$ cat src/upd_pkg.sv
package upd_pkg;
  // frame format
  localparam int unsigned UPD_DIV_W      = 16;
  localparam int unsigned UPD_OVS        = 16;  // samples per bit
  localparam int unsigned UPD_OVS_MID    = 7;   // sample point inside a bit
  localparam int unsigned UPD_FIFO_DEPTH = 8;
  localparam logic [1:0]  UPD_LEN5       = 2'h0;
  localparam logic [3:0]  UPD_BASE_BITS  = 4'h5;
  localparam logic [3:0]  UPD_OVS_LAST   = 4'hf;
  localparam logic [3:0]  UPD_MID_CNT    = 4'h7;

  // parity selection
  typedef enum logic [1:0] {
    UPD_PAR_NONE = 2'h0,
    UPD_PAR_EVEN = 2'h1,
    UPD_PAR_ODD  = 2'h2
  } upd_par_t;

  // line format settings
  typedef struct packed {
    logic [1:0]           len;      // data bits minus five
    logic                 stop2;    // two stop bits
    upd_par_t             par;
    logic                 addr_en;  // ninth address bit mode
    logic [UPD_DIV_W-1:0] divisor;  // zero means 65536
  } upd_cfg_t;

  // character with its ninth bit
  typedef struct packed {
    logic       addr;
    logic [7:0] data;
  } upd_char_t;

  // receive status
  typedef struct packed {
    logic par_err;
    logic frm_err;
    logic ovr_err;
  } upd_err_t;

  // one-hot frame states
  typedef enum logic [5:0] {
    UPD_IDLE  = 6'h01,
    UPD_START = 6'h02,
    UPD_DATA  = 6'h04,
    UPD_PAR   = 6'h08,
    UPD_ADDR  = 6'h10,
    UPD_STOP  = 6'h20
  } upd_state_t;
endpackage

$ cat src/upd_fifo.sv
module upd_fifo #(
  parameter int unsigned WIDTH = 9,
  parameter int unsigned DEPTH = 8
) (
  // clock and reset
  input  wire logic             i_clock,
  input  wire logic             i_rst_n,
  // write side
  input  wire logic             i_wvalid,
  output logic                  o_wready,
  input  wire logic [WIDTH-1:0] i_wdata,
  // read side
  output logic                  o_rvalid,
  input  wire logic             i_rready,
  output logic      [WIDTH-1:0] o_rdata
);
  localparam int unsigned AW = $clog2(DEPTH);
  logic [WIDTH-1:0] mem_q [DEPTH];
  logic [AW-1:0]    wp_q;
  logic [AW-1:0]    rp_q;
  logic [AW:0]      cnt_q;
  logic             wr;
  logic             rd;

  // handshakes
  assign o_wready = (cnt_q != (AW+1)'(DEPTH));
  assign o_rvalid = (cnt_q != '0);
  assign o_rdata  = mem_q[rp_q];
  assign wr       = i_wvalid && o_wready;
  assign rd       = o_rvalid && i_rready;

  // storage
  always_ff @(posedge i_clock) begin
    if (wr) begin
      mem_q[wp_q] <= i_wdata;
    end
  end

  // pointers and fill count
  always_ff @(posedge i_clock or negedge i_rst_n) begin
    if (!i_rst_n) begin
      wp_q  <= '0;
      rp_q  <= '0;
      cnt_q <= '0;
    end else begin
      if (wr) begin
        wp_q <= (wp_q == AW'(DEPTH-1)) ? '0 : wp_q + 1'b1;
      end
      if (rd) begin
        rp_q <= (rp_q == AW'(DEPTH-1)) ? '0 : rp_q + 1'b1;
      end
      cnt_q <= cnt_q + (AW+1)'(wr) - (AW+1)'(rd);
    end
  end
endmodule

$ cat src/upd_uart.sv
// What this block does
// - transmitter and receiver run independently at the same time
// - optional ninth bit marks address characters; receiver can filter for addresses
// - five to eight data bits per character
// - one or two stop bits sent; receiver checks configured stop bits
// - parity none, even or odd; generated on transmit, checked on receive
// - programmed transfers write and read holding registers through ports
// - transmit and receive each buffered while shifting
// - separate transmit and receive dma request lines in dma mode
// - dma requests flagged low priority for the arbiter
// - bit rate from clock over 1048576 up to clock over 16
// - frames of seven to thirteen bit times
// - transmit and receive interrupts each with own mask
// - receive errors reported, each error flag enabled by software
// - raw receive line exposed for an external timer to measure bits
module upd_uart
  import upd_pkg::*;
(
  // clock and reset
  input  wire logic       i_clock,
  input  wire logic       i_rst_n,
  // configuration
  input  wire upd_cfg_t   i_cfg,
  input  wire logic       i_dma_mode,
  input  wire logic       i_addr_filter,
  input  wire upd_err_t   i_err_en,
  input  wire logic       i_tx_irq_en,
  input  wire logic       i_rx_irq_en,
  // transmit holding register
  input  wire logic       i_tx_valid,
  output logic            o_tx_ready,
  input  wire upd_char_t  i_tx_char,
  // receive holding register
  output logic            o_rx_valid,
  input  wire logic       i_rx_ready,
  output upd_char_t       o_rx_char,
  // status
  output upd_err_t        o_err,
  input  wire logic       i_err_clr,
  output logic            o_tx_busy,
  // requests
  output logic            o_tx_irq,
  output logic            o_rx_irq,
  output logic            o_tx_dma_req,
  output logic            o_rx_dma_req,
  output logic            o_dma_low_prio,
  // serial line
  output logic            o_txd,
  input  wire logic       i_rxd,
  output logic            o_rxd_timer
);
  // rate divider and frame length
  logic [UPD_DIV_W-1:0] div_q;
  logic                 tick;
  logic [3:0]           nbits;
  // transmit queue read side
  logic                 q_valid;
  logic                 q_ready;
  upd_char_t            q_char;
  // transmit
  upd_state_t           ts_q;
  logic [3:0]           tov_q;
  logic [2:0]           tbit_q;
  logic [7:0]           tsh_q;
  logic                 taddr_q;
  logic                 tpar_q;
  logic                 tstop_q;
  logic                 txd_q;
  // receive
  upd_state_t           rs_q;
  logic [3:0]           rov_q;
  logic [2:0]           rbit_q;
  logic [7:0]           rsh_q;
  logic                 raddr_q;
  logic                 rpar_q;
  logic                 rstop_q;
  logic                 rperr_q;
  // receive completion and status
  logic                 done;
  logic                 keep;
  logic                 f_wready;
  upd_err_t             err_q;
  logic                 t_bit_end;
  logic                 r_sample;

  // rate pulse sixteen times per bit
  always_ff @(posedge i_clock or negedge i_rst_n) begin
    if (!i_rst_n) begin
      div_q <= '0;
    end else if (tick) begin
      // reload one below the divisor so each period spans divisor clocks
      div_q <= i_cfg.divisor - 1'b1;
    end else begin
      div_q <= div_q - 1'b1;
    end
  end
  assign tick  = (div_q == '0);
  assign nbits = UPD_BASE_BITS + {2'h0, i_cfg.len};

  // transmit fifo queues characters while one shifts
  // processor writes through the valid/ready port
  upd_fifo #(.WIDTH($bits(upd_char_t)), .DEPTH(UPD_FIFO_DEPTH)) u_txq (
    .i_clock  (i_clock),
    .i_rst_n  (i_rst_n),
    .i_wvalid (i_tx_valid),
    .o_wready (o_tx_ready),
    .i_wdata  (i_tx_char),
    .o_rvalid (q_valid),
    .i_rready (q_ready),
    .o_rdata  (q_char)
  );
  assign q_ready   = (ts_q == UPD_IDLE) && tick;
  assign t_bit_end = tick && (tov_q == UPD_OVS_LAST);

  // transmit state machine, independent of receive
  always_ff @(posedge i_clock or negedge i_rst_n) begin
    if (!i_rst_n) begin
      ts_q    <= UPD_IDLE;
      tov_q   <= '0;
      tbit_q  <= '0;
      tsh_q   <= '0;
      taddr_q <= 1'b0;
      tpar_q  <= 1'b0;
      tstop_q <= 1'b0;
    end else begin
      if (tick) begin
        tov_q <= tov_q + 1'b1;
      end
      unique case (ts_q)
        UPD_IDLE: begin
          // characters taken only on a rate pulse, so the start bit is aligned
          if (q_valid && tick) begin
            ts_q    <= UPD_START;
            tov_q   <= '0;
            tsh_q   <= q_char.data;
            taddr_q <= q_char.addr;
            // parity seed: odd starts at one
            tpar_q  <= (i_cfg.par == UPD_PAR_ODD);
          end
        end
        UPD_START: begin
          if (t_bit_end) begin
            ts_q   <= UPD_DATA;
            tbit_q <= '0;
          end
        end
        UPD_DATA: begin
          if (t_bit_end) begin
            // shift out least significant bit first
            tsh_q  <= {1'b0, tsh_q[7:1]};
            tpar_q <= tpar_q ^ tsh_q[0];
            tbit_q <= tbit_q + 1'b1;
            // parity and address bits lengthen the frame
            if ({1'b0, tbit_q} == nbits - 1'b1) begin
              if (i_cfg.par != UPD_PAR_NONE) begin
                ts_q <= UPD_PAR;
              end else if (i_cfg.addr_en) begin
                ts_q <= UPD_ADDR;
              end else begin
                ts_q <= UPD_STOP;
              end
              tstop_q <= 1'b0;
            end
          end
        end
        UPD_PAR: begin
          if (t_bit_end) begin
            ts_q <= i_cfg.addr_en ? UPD_ADDR : UPD_STOP;
          end
        end
        UPD_ADDR: begin
          if (t_bit_end) begin
            ts_q <= UPD_STOP;
          end
        end
        UPD_STOP: begin
          if (t_bit_end) begin
            if (i_cfg.stop2 && !tstop_q) begin
              tstop_q <= 1'b1;
            end else begin
              ts_q <= UPD_IDLE;
            end
          end
        end
        default: ts_q <= UPD_IDLE;
      endcase
    end
  end

  // line driver, registered
  // idle high, start low
  always_ff @(posedge i_clock or negedge i_rst_n) begin
    if (!i_rst_n) begin
      txd_q <= 1'b1;
    end else begin
      unique case (ts_q)
        UPD_START: txd_q <= 1'b0;
        UPD_DATA:  txd_q <= tsh_q[0];
        UPD_PAR:   txd_q <= tpar_q;
        // ninth bit set on address characters
        UPD_ADDR:  txd_q <= taddr_q;
        default:   txd_q <= 1'b1;
      endcase
    end
  end
  assign o_txd       = txd_q;
  assign o_tx_busy   = (ts_q != UPD_IDLE) || q_valid;
  // receive line handed to the rate timer
  assign o_rxd_timer = i_rxd;
  assign r_sample    = tick && (rov_q == UPD_MID_CNT);

  always_ff @(posedge i_clock or negedge i_rst_n) begin
    if (!i_rst_n) begin
      rs_q    <= UPD_IDLE;
      rov_q   <= '0;
      rbit_q  <= '0;
      rsh_q   <= '0;
      raddr_q <= 1'b0;
      rpar_q  <= 1'b0;
      rstop_q <= 1'b0;
      rperr_q <= 1'b0;
    end else begin
      if (tick) begin
        rov_q <= rov_q + 1'b1;
      end
      unique case (rs_q)
        UPD_IDLE: begin
          // line taken as synchronous, no extra flops in front
          // low line seen on a rate pulse opens a frame
          if (tick && !i_rxd) begin
            rs_q    <= UPD_START;
            rov_q   <= '0;
            rsh_q   <= '0;
            raddr_q <= 1'b0;
            rperr_q <= 1'b0;
            rstop_q <= 1'b0;
            rpar_q  <= (i_cfg.par == UPD_PAR_ODD);
          end
        end
        UPD_START: begin
          // counter restarts at mid start bit, later samples fall mid bit
          if (r_sample) begin
            // false start rejected
            rs_q   <= i_rxd ? UPD_IDLE : UPD_DATA;
            rbit_q <= '0;
            rov_q  <= '0;
          end
        end
        UPD_DATA: begin
          if (tick && rov_q == UPD_OVS_LAST) begin
            rsh_q[rbit_q] <= i_rxd;
            rpar_q <= rpar_q ^ i_rxd;
            rbit_q <= rbit_q + 1'b1;
            if ({1'b0, rbit_q} == nbits - 1'b1) begin
              if (i_cfg.par != UPD_PAR_NONE) begin
                rs_q <= UPD_PAR;
              end else if (i_cfg.addr_en) begin
                rs_q <= UPD_ADDR;
              end else begin
                rs_q <= UPD_STOP;
              end
            end
          end
        end
        UPD_PAR: begin
          if (tick && rov_q == UPD_OVS_LAST) begin
            rperr_q <= rpar_q ^ i_rxd;
            rs_q    <= i_cfg.addr_en ? UPD_ADDR : UPD_STOP;
          end
        end
        UPD_ADDR: begin
          if (tick && rov_q == UPD_OVS_LAST) begin
            raddr_q <= i_rxd;
            rs_q    <= UPD_STOP;
          end
        end
        UPD_STOP: begin
          if (tick && rov_q == UPD_OVS_LAST) begin
            if (i_cfg.stop2 && !rstop_q && i_rxd) begin
              rstop_q <= 1'b1;
            end else begin
              rs_q <= UPD_IDLE;
            end
          end
        end
        default: rs_q <= UPD_IDLE;
      endcase
    end
  end

  // a low stop bit still ends the frame and counts as a framing error
  // frame complete at stop sample
  assign done = (rs_q == UPD_STOP) && tick && (rov_q == UPD_OVS_LAST)
                && !(i_cfg.stop2 && !rstop_q && i_rxd);
  assign keep = !(i_cfg.addr_en && i_addr_filter && !raddr_q);

  // receive fifo holds characters while the next arrives
  upd_fifo #(.WIDTH($bits(upd_char_t)), .DEPTH(UPD_FIFO_DEPTH)) u_rxq (
    .i_clock  (i_clock),
    .i_rst_n  (i_rst_n),
    .i_wvalid (done && keep),
    .o_wready (f_wready),
    .i_wdata  ({raddr_q, rsh_q}),
    .o_rvalid (o_rx_valid),
    .i_rready (i_rx_ready),
    .o_rdata  (o_rx_char)
  );

  // a character meeting a full fifo is lost; only the overrun flag shows it
  // sticky error flags, set wins over clear
  always_ff @(posedge i_clock or negedge i_rst_n) begin
    if (!i_rst_n) begin
      err_q <= '0;
    end else begin
      err_q.par_err <= (err_q.par_err && !i_err_clr)
                       || (done && rperr_q && i_err_en.par_err);
      err_q.frm_err <= (err_q.frm_err && !i_err_clr)
                       || (done && !i_rxd && i_err_en.frm_err);
      err_q.ovr_err <= (err_q.ovr_err && !i_err_clr)
                       || (done && keep && !f_wready && i_err_en.ovr_err);
    end
  end
  assign o_err = err_q;

  // in dma mode the request lines take over the data interrupts
  // masked transmit and receive interrupts
  assign o_tx_irq       = i_tx_irq_en && !i_dma_mode && o_tx_ready;
  assign o_rx_irq       = i_rx_irq_en && ((!i_dma_mode && o_rx_valid) || (err_q != '0));
  assign o_tx_dma_req   = i_dma_mode && o_tx_ready;
  assign o_rx_dma_req   = i_dma_mode && o_rx_valid;
  // low priority hint to the arbiter
  assign o_dma_low_prio = 1'b1;
endmodule

$ cat config.mk
export PLATFORM = sky130hd
export DESIGN_NAME = upd_uart
export DESIGN_NICKNAME = d
export VERILOG_FILES = /design/src/upd_pkg.sv /design/src/upd_fifo.sv /design/src/upd_uart.sv
export SDC_FILE = /design/constraint.sdc
export NUM_CORES = 1
export LEC_CHECK = 0
export BUFFER_PORTS_ARGS = -buffer_cell sky130_fd_sc_hd__buf_2
export CELL_PAD_IN_SITES_DETAIL_PLACEMENT = 1
export CELL_PAD_IN_SITES_GLOBAL_PLACEMENT = 2
export CORE_UTILIZATION = 40
export DETAILED_ROUTE_END_ITERATION = 7
export GPL_ROUTABILITY_DRIVEN = 0
export GPL_TIMING_DRIVEN = 0
export PLACE_DENSITY = 0.82
export SLEW_MARGIN = 5
export SYNTH_ARGS = -nofsm -noshare
export SYNTH_HDL_FRONTEND = slang
export SYNTH_HIERARCHICAL = 1
export SYNTH_SLANG_ARGS = --single-unit
$ cat constraint.sdc
create_clock -name i_clock -period 3.3 [get_ports i_clock]
set_input_delay 0 -clock i_clock [delete_from_list [all_inputs] [get_ports i_clock]]
set_output_delay 0 -clock i_clock [all_outputs]
set_load 0.03 [all_outputs]
; Word-level counts from Yosys, hierarchy flattened
; Memory sizes are Yosys's and may differ from the RTL's.
; Cells that the tools add are included.
[totals]
n_memories = 2
ram_bits = 144
wordCells = 235
latch_bits = 0
ff_bits = 89
output_inout_bits = 22
romBits = 0
input_bits = 44
[op_classes]
n_addsub = 16
n_div = 0
mux = 71
shift = 0
n_reduce_logical = 73
mul = 0
eq_ne = 43
n_bitwise = 2
n_lt_le_gt_ge = 2
[mem_list]
columns = memory, words, word_bits, read_ports, rd_ports_with_merged_regs, wr, line
row1 = u_rxq.mem_q, 8, 9, 1, 0, 1, upd_fifo.sv:18  ; logic [WIDTH-1:0] mem_q [DEPTH];
row2 = u_txq.mem_q, 8, 9, 1, 0, 1, upd_fifo.sv:18
[op_table]
columns = op, n
row1 = two-way mux 6 bit, 18
row2 = case mux 6 bit (6 select lines), 2
row3 = logical AND 1 bit, 35
row4 = "!= test 2 bit, second input constant", 17
row5 = two-way mux 8 bit, 4
row6 = case mux 8 bit (2 select lines), 2
row7 = "subtractor 16 x 1 -> 16 bit, second input constant", 2
row8 = two-way mux 3 bit, 9
row9 = two-way mux 4 bit, 6
row10 = "adder 3 x 1 -> 3 bit, second input constant", 6
row11 = AND reduction 3 bit, 6
row12 = nonzero test 2 bit, 9
row13 = two-way mux 1 bit, 17
row14 = zero test 16 bit, 1
row15 = two-way mux 16 bit, 1
row16 = AND reduction 8 bit, 2
row17 = "== test 3 bit, second input constant", 4
row18 = "== test 6 x 1 -> 1 bit, second input constant", 2
row19 = "== test 6 x 2 -> 1 bit, second input constant", 2
row20 = "== test 6 x 3 -> 1 bit, second input constant", 2
row21 = "== test 6 x 4 -> 1 bit, second input constant", 2
row22 = "== test 6 x 5 -> 1 bit, second input constant", 2
row23 = "== test 6 bit, second input constant", 2
row24 = case mux 1 bit (2 select lines), 6
row25 = other kinds (27), 48

; Depth between registers and ports, before layout
; Gate-level depths: netlist of the first run.
[depth]
depth_word = 9
mapped_depth = 14
depth_no_buf = 13

; Cells and area by module
; Netlist of the first run, hierarchy kept.
[by_module_without_submodules]
columns = mod, cells_per_inst, seq_area_each_um2, n_inst, area_each_um2
row1 = upd_fifo, 160, 2412.3, 2, 3384.5
row2 = upd_uart, 461, 1730.4, 1, 4211.5

; Worst setup path before layout of the first run
; Ideal clock, no wire load.
[synth_path]
path_type = register -> register
start = register div_q[8]
end = memory u_rxq.mem_q[0][0] (enable)
setup_ns = 0.399
t_arrival_ns = 2.743
slack_ns = 0.158
path_stages_with_launch = 10
period_less_slack_ns = 3.142
required_ns = 2.901
path_buffers = 1
path_cell_list = dfrtp_1 -> nor4_4 -> and3_4 -> buf_8 -> nand3_1 -> nor2_1 -> o21ai_0 -> nor2_1 -> nand2_2 -> nor4_1
[synth_between]
elab_chain_len = 8
[synth_lines]
columns = element, line
row1 = start: declaration, upd_uart.sv:53  ; logic [UPD_DIV_W-1:0] div_q;
row2 = start signal: assignment, upd_uart.sv:92  ; div_q <= i_cfg.divisor - 1'b1;
row3 = start signal: assignment, upd_uart.sv:94  ; div_q <= div_q - 1'b1;
row4 = zero test 16 bit, upd_uart.sv:97  ; assign tick = (div_q == '0);
row5 = logical AND 1 bit (2 in a row), upd_uart.sv:293  ; assign done = (rs_q == UPD_STOP) && tick && (rov_q == UPD_OVS_LAST)
row6 = logical AND 1 bit, upd_uart.sv:294  ; && !(i_cfg.stop2 && !rstop_q && i_rxd);
row7 = logical AND 1 bit, upd_uart.sv:301  ; .i_wvalid (done && keep),
row8 = logical AND 1 bit, upd_fifo.sv:29  ; assign wr = i_wvalid && o_wready;
row9 = two-way mux 1 bit, upd_fifo.sv:34  ; if (wr) begin
row10 = two-way mux 1 bit (implied by the code), upd_fifo.sv:35  ; mem_q[wp_q] <= i_wdata;
row11 = end: declaration, upd_fifo.sv:18
; Every way passes these cells.

; Final worst setup path of the first run
[layout_path]
start = register div_q[1]
end = register u_rxq.cnt_q[2]
[layout_between]
elab_chain_len = 8
[layout_lines]
columns = element, line
row1 = zero test 16 bit, upd_uart.sv:97
row2 = logical AND 1 bit (2 in a row), upd_uart.sv:293
row3 = logical AND 1 bit, upd_uart.sv:294
row4 = logical AND 1 bit, upd_uart.sv:301
row5 = logical AND 1 bit, upd_fifo.sv:29
row6 = adder 4 x 1 -> 4 bit, upd_fifo.sv:52  ; cnt_q <= cnt_q + (AW+1)'(wr) - (AW+1)'(rd);
row7 = subtractor 4 x 1 -> 4 bit, upd_fifo.sv:52
row8 = end signal: assignment, upd_fifo.sv:52
row9 = end: declaration, upd_fifo.sv:21  ; logic [AW:0] cnt_q;
; Every way passes these cells.
; A chain may end at the register's enable or synchronous reset.

==> flow_metrics.py, run 1 <==
metrics = {
    "clocking": {
        "h-tree-depth": 1,
        "cts_tree": "yes",
        "clock_latency_ns": 0.54,
        "cts_buffers": 26,
        "clkTransAtPathRegs_ns": 0.06,
        "clock-root-buffer": "clkbuf_16",
        "clkSinkCount": 233,
        "clock_path_buffers": 3,
    },
    "power_and_ir_drop": {
        "leakagePower_nw": 5.35,
        "comb_power_share_pct": 22.5,
        "p_int_w": 0.00606,
        "p_seq_share_pct": 44.0,
        "p_sw_share_pct": 29.6,
        "power.density_nw_per_um2": 653,
        "ir_worst_vdd_mv": 0.503,
        "clkPwrFrac_pct": 33.5,
        "switchingPower_w": 0.00254,
    },
    "logic_synthesis": {
        "async_flop_share_pct": 38.2,
        "synth_compound_area_share_pct": 8.58,
        "synth.distinct_cells": 82,
        "synth_ff_type": "edfxtp_1",
        "synth_most_common_cell": "edfxtp_1",
        "synth_common_cells": "144 x edfxtp_1, 86 x dfrtp_1, 60 x nor2_1",
        "synth-simple-area-share_pct": 11.6,
        "post_synth_instance_area_sq_um": 11000,
        "muxShareOfSynthArea_pct": 12.5,
        "ys.warnings.count": 6,
        "yosysSeqAreaShare_pct": 59.7,
        "synth_seq_cells": 233,
        "syn_nets": 852,
        "synth_fa_ha_area_share_pct": 3.21,
        "synthTopCellsByArea": "edfxtp_1 39%, dfrtp_1 20%, mux4_1 8.1%, mux2_2 3.5%, ha_1 2.8%",
        "netlist.area_leader.share_pct": 39.4,
        "synth_edf_count": 144,
        "synth.avg_cell_area_sq_um": 14.1,
        "yosysTopAreaCell": "edfxtp_1",
        "synth_xor_area_share_pct": 1.91,
        "synthCells": 781,
        "synth_top_family_by_area": "multiplexers",
    },
    "global_routing": {
        "antenna_found_initial": 0,
        "grt_start_max_net_pins": 54,
        "grt_pass1_wl_mm": 41.8,
        "grt_pass1_vias": 7436,
        "grt_overflow": 0,
        "grt_usage_pct": 19.1,
    },
    "final_layout": {
        "final_cell_count_no_fill": 1277,
        "layout-drive-gt1-share_pct": 23.0,
        "n_antenna_cell": 0,
        "syn2layout_area_growth_pct": 20.1,
        "fin_area_sq_um": 13200,
        "final_core_util_pct": 48.9,
        "nFillCells": 2713,
        "fin_nets": 987,
    },
    "worst_setup_path": {
        "critPathMaxFanout": 10,
        "worst_setup_path_start_kind": "flop",
        "critPathRequiredTime_ns": 3.70,
        "cp_slowest_cell": "dfrtp_1",
        "endpoint_kind": "flop",
        "path_cells": "nor4_4, and3_4, buf_8, nand3_4, nor2_4, o21ai_4, nor2_4, nand2_4, ha_1, inv_1, ha_1, fa_1, xor2_1",
        "crit_path_max_incr_delay_ns": 0.43,
        "worstSetupPathType": "reg -> reg",
        "r2r_slack_ns": 0.13,
        "worstPathArrival_ns": 3.57,
        "cp_num_buf_inv": 2,
        "path_delay_family": "simple AND/OR/NAND/NOR gates",
    },
    "route": {
        "totalWireLength_mm": 26.2,
        "vias_per_cell": 5.53,
        "first_pass_iters": 4,
        "drc": 0,
        "drt_iter0_drc": 418,
        "via_count": 7066,
        "antenna_left": 0,
        "wl_per_cell_microns": 20.6,
    },
    "sta": {
        "setup_viol_count_final": 0,
        "clock.fmax_mhz": 316,
        "hold_viol": 0,
        "slew_viol_final": 0,
        "final.min_clock_period_ns": 3.17,
        "tightestPinTransition_ns": 1.14,
        "period_share_pct": 96.0,
        "relSlewSlack_pct": 24.0,
        "finClkSkew_ns": 0.0199,
    },
    "placed_design": {
        "place_hpwl_mm": 18.1,
        "dp.cells": 1189,
        "portBuffers": 63,
        "placed_cell_area_sq_um": 11800,
    },
    "die": {
        "fp.dieArea_sq_um": 28100,
        "design.core.area_sq_um": 27000,
        "initial_core_util_pct": 40.7,
        "die_h_microns": 168,
        "ios": 66,
        "die_w_microns": 168,
        "num_rows": 60,
    },
    "job": {
        "drv_cap": 0,
    },
    "worst_hold_path": {
        "hold_path_class": "in -> reg",
    },
    "status": {
        "outcome": "finished, final reports clean",
    },
}
per-stage QoR:
| step | worst slack [ns] | setup TNS [ns] | total power [W] | hold WS [ns] |
|---|---|---|---|---|
| 2_1_floorplan | 0.158 | 0 | 0.00513 | -0.296 |
| 3_3_place_gp | -1.46 | -67.43 | 0.00560 | 0.225 |
| 3_5_place_dp | -0.680 | -43.11 | 0.00573 | 0.0458 |
| 4_1_cts | 0.00331 | 0 | 0.00869 | 0.00231 |
| 5_1_grt | -0.0192 | -0.0335 | 0.00904 | 0.0315 |
| 6_report | 0.132 | 0 | 0.00861 | 0.0138 |
kinds of logic (layout without fill, tap and decap cells):
group,count (synthesis),in the layout
flops,233,233
simple gates,228,228
compound gates,138,138
mux,74,74
buf+inv,56,211
fa+ha+maj,27,27
xor+xnor,24,24
other cells,1,1
power groups by stage:
stage	combinational [W]	clock [W]	sequential, W
CTS	0.00194	0.00295	0.00379
floorplan	0.00138	0	0.00374
global placement	0.00180	0	0.00380
finish	0.00193	0.00288	0.00379
global route	0.00215	0.00305	0.00384
detailed placement	0.00189	0	0.00384
registers in the layout, summed over array words and instances, names as in the netlist, 4 cells and up:
register,flops
ts_q,6
u_txq/cnt_q,4
tsh_q,8
u_txq/mem_q,72
u_rxq/cnt_q,4
tov_q,4
u_rxq/mem_q,72
rsh_q,8
div_q,16
rov_q,4
rs_q,6
routing by layer:
layer | global-route usage, % | wire length [microns] | vias up
li1 | - | - | 3288
met1 | 25.2 | 11600 | 3614
met2 | 33.0 | 13000 | 121
met3 | 2.46 | 996 | 43
met4 | 5.35 | 646 | 0
met5 | 0 | 0 | -
worst reg2reg max path, cell delays in order (launching register included):
cell     delay, ns
dfrtp_1       0.43
nor4_4        0.40
and3_4        0.29
buf_8         0.16
nand3_4       0.12
nor2_4        0.17
o21ai_4       0.12
nor2_4        0.14
nand2_4       0.13
ha_1          0.31
inv_1         0.04
ha_1          0.20
fa_1          0.39
xor2_1        0.15
layout make-up:
class	instances	area [sq um]	share of cell area, %
buffer	32	189	1.43
clock buffer	38	737	5.59
clock inverter	10	115	0.873
inverter	23	86.3	0.655
multi-input combinational	492	4310	32.7
sequential	233	6560	49.7
tap	341	427	3.23
timing repair buffer	108	771	5.84
placed cells by master (no fill, tap or decap), types with 4 or more instances in the layout:
cell type / Yosys / layout
nor2_2: 1 / 4
nor4b_1: 4 / 4
o21ai_0: 42 / 41
clkbuf_16: 0 / 27
a21oi_1: 23 / 22
nor4_2: 3 / 4
nand4_1: 4 / 4
nor2b_1: 7 / 7
buf_2: 8 / 69
nor3_2: 0 / 5
nand2_1: 52 / 52
xnor2_1: 13 / 13
a31oi_1: 11 / 11
o211ai_1: 4 / 4
mux2_2: 34 / 34
ha_1: 25 / 25
xor2_1: 11 / 11
nand3_1: 21 / 19
a21o_1: 7 / 7
edfxtp_1: 144 / 144
nand2b_1: 6 / 6
and3_1: 6 / 6
mux4_1: 34 / 34
nor2_1: 60 / 54
dlygate4sd3_1: 0 / 38
or3b_2: 4 / 4
inv_1: 23 / 23
nor3_1: 21 / 13
o41ai_1: 4 / 4
buf_6: 5 / 5
nor4_4: 5 / 6
buf_4: 2 / 9
dfrtp_1: 86 / 85
a22o_1: 13 / 13
clkbuf_1: 15 / 23
path summary, 6_finish.rpt:
path / from / endpoint / cells past startpoint
worst min-delay path: i_rxd / raddr_q / 2
max in group asynchronous: i_rst_n / o_txd / 3
worst max-delay path: div_q[1] / u_rxq/cnt_q[2] / 13
worst min register to register: tov_q[1] / tov_q[1] / 2
min in group asynchronous: i_rst_n / o_err[1] / 2
worst max register to register: div_q[1] / u_rxq/cnt_q[2] / 13
what timing repair did:
action,in CTS,in global routing
gates cloned,0,0
resized for setup,15,10
buffers inserted,1,2
hold endpoints to repair,190,0
setup endpoints to repair,80,53
hold buffers,38,0
pin swaps,3,2
No activity file was read; power rests on OpenSTA's default activity.
==> inputs of run 2 (changes only) <==
--- a/config.mk
+++ b/config.mk
@@ -8,11 +8,12 @@
 export BUFFER_PORTS_ARGS = -buffer_cell sky130_fd_sc_hd__buf_2
 export CELL_PAD_IN_SITES_DETAIL_PLACEMENT = 1
 export CELL_PAD_IN_SITES_GLOBAL_PLACEMENT = 2
-export CORE_UTILIZATION = 40
+export CORE_UTILIZATION = 41
+export CTS_BUF_LIST = sky130_fd_sc_hd__clkbuf_8
 export DETAILED_ROUTE_END_ITERATION = 7
 export GPL_ROUTABILITY_DRIVEN = 0
 export GPL_TIMING_DRIVEN = 0
-export PLACE_DENSITY = 0.82
+export PLACE_DENSITY = 0.83
 export SLEW_MARGIN = 5
 export SYNTH_ARGS = -nofsm -noshare
 export SYNTH_HDL_FRONTEND = slang
==> flow_metrics.py, run 2 (synthesis results as in run 1) <==
metrics = {
    "clocking": {
        "h-tree-depth": 2,
        "clock_path_buffers": 3,
        "clock-root-buffer": "clkbuf_8",
        "cts_tree": "yes",
        "clock_latency_ns": 0.55,
        "clkTransAtPathRegs_ns": 0.06,
        "cts_buffers": 42,
        "clkSinkCount": 233,
    },
    "worst_setup_path": {
        "worstPathArrival_ns": 3.58,
        "critPathRequiredTime_ns": 3.72,
        "crit_path_max_incr_delay_ns": 0.45,
        "path_delay_family": "simple AND/OR/NAND/NOR gates",
        "endpoint_kind": "flop",
        "cpMostUsedCell": "buf_2",
        "cp_slowest_cell": "dfrtp_2",
        "critPathMaxFanout": 10,
        "cp_num_buf_inv": 2,
        "worst_setup_path_start_kind": "flop",
        "path_cells": "nor4_4, nand3_2, nor2_4, buf_2, buf_2, a21oi_1, ha_1, nand2_1, nor4b_4, a221o_1, o311a_1",
        "worstSetupPathType": "reg -> reg",
    },
    "sta": {
        "hold_viol": 0,
        "setup_viol_count_final": 0,
        "rsz0062_at_grt": "yes",
        "tightestPinTransition_ns": 1.14,
        "relSlewSlack_pct": 23.6,
        "period_share_pct": 95.6,
        "final.min_clock_period_ns": 3.15,
        "clock.fmax_mhz": 317,
        "slew_viol_final": 0,
        "finClkSkew_ns": 0.0281,
        "setup_ws_ns": 0.145,
    },
    "status": {
        "violations": "design-rule violations",
        "outcome": "complete, but fails checks",
    },
    "route": {
        "drc": 10,
        "via_count": 7119,
        "vias_per_cell": 5.46,
        "drt_iter0_drc": 333,
        "wl_per_cell_microns": 19.9,
        "antenna_left": 0,
        "totalWireLength_mm": 26.0,
        "first_pass_iters": 6,
    },
    "die": {
        "ios": 66,
        "num_rows": 59,
        "die_h_microns": 166,
        "die_w_microns": 166,
        "fp.dieArea_sq_um": 27400,
        "initial_core_util_pct": 42.0,
        "design.core.area_sq_um": 26100,
    },
    "final_layout": {
        "reg.largest.list": "u_rxq/mem_q: 72 flops, u_txq/mem_q: 72 flops, div_q: 16 flops",
        "syn2layout_area_growth_pct": 20.9,
        "final_common_cell": "edfxtp_1",
        "n_antenna_cell": 0,
        "final_cell_count_no_fill": 1305,
        "layout-drive-gt1-share_pct": 24.2,
        "fin_nets": 1007,
        "final_cell_mix": "144 x edfxtp_1, 85 x dfrtp_1, 70 x buf_2",
    },
    "worst_hold_path": {
        "hold_path_class": "in -> reg",
    },
    "global_routing": {
        "grt_usage_pct": 19.4,
        "grt_pass1_wl_mm": 41.6,
        "antenna_found_initial": 0,
        "grt_overflow": 0,
        "grt_start_max_net_pins": 59,
        "grt_pass1_vias": 7681,
    },
    "job": {
        "drv_cap": 0,
    },
    "placed_design": {
        "pre_cts_slack_ns": -0.849,
        "portBuffers": 63,
        "place_hpwl_mm": 17.7,
        "dp.cells": 1184,
    },
    "power_and_ir_drop": {
        "leakagePower_nw": 5.47,
        "ir_worst_vdd_mv": 0.430,
        "fin_total_pwr_w": 0.00871,
        "power.density_nw_per_um2": 656,
    },
}
## run 2: area by class of cell
class | instances | area [sq um]
Buffer | 32 | 186
Clock buffer | 47 | 647
Clock inverter | 31 | 292
Fill cell | 2674 | 12900
Inverter | 23 | 86.3
Multi-Input combinational cell | 492 | 4260
Sequential cell | 233 | 6560
Tap cell | 335 | 419
Timing Repair Buffer | 112 | 823
## run 2: metal layers
metal	part of all wire (%)	GRT usage [%]
met3	3.5	3.20
met1	44	24.9
met5	0	0
met2	50	33.7
met4	1.9	5.77
## run 2: through the flow
step	area, sq um	util [%]	setup TNS (ns)	hold WS (ns)
4_1_cts	13200	50.6	0	0.0641
3_3_place_gp	11700	44.8	-36.09	0.220
2_1_floorplan	11000	-	0	-0.296
3_5_place_dp	11800	45.2	-32.67	-0.000209
5_1_grt	13300	50.8	-0.0381	0.0927
6_report	13300	50.8	0	0.0717
## run 2: timing repair
item,in CTS,in global routing
endpoints found under the setup margin,70,38
pin swaps,1,1
gates resized for setup,9,8
hold endpoints to repair,192,0
buffers inserted,1,0
hold buffers,43,0
## run 2: path summary, 6_finish.rpt
check                                from       end  slack [ns]  depth (start not counted)
worst min-delay path            i_cfg[21]   rs_q[5]        0.07                          6
min in group asynchronous         i_rst_n   rs_q[0]        0.54                          3
worst max-delay path             div_q[8]  div_q[8]        0.15                         11
worst min register to register   tov_q[1]  tov_q[1]        0.51                          2
max in group asynchronous         i_rst_n     o_txd        2.36                          4
worst max register to register   div_q[8]  div_q[8]        0.15                         11
## run 2: power breakdown
part	internal, W	leakage [nW]	switching [W]	total (W)
Sequential	0.00349	2.63	0.000297	0.00379
Clock	0.00179	0.512	0.00123	0.00301
Combinational	0.000870	2.34	0.00104	0.00191
## run 2: worst min-delay path, delay by kind of cell
kind            cells  cell delay, ns
xor+xnor            1            0.07
simple gates        3            0.28
buf+inv             1            0.14
compound gates      1            0.09
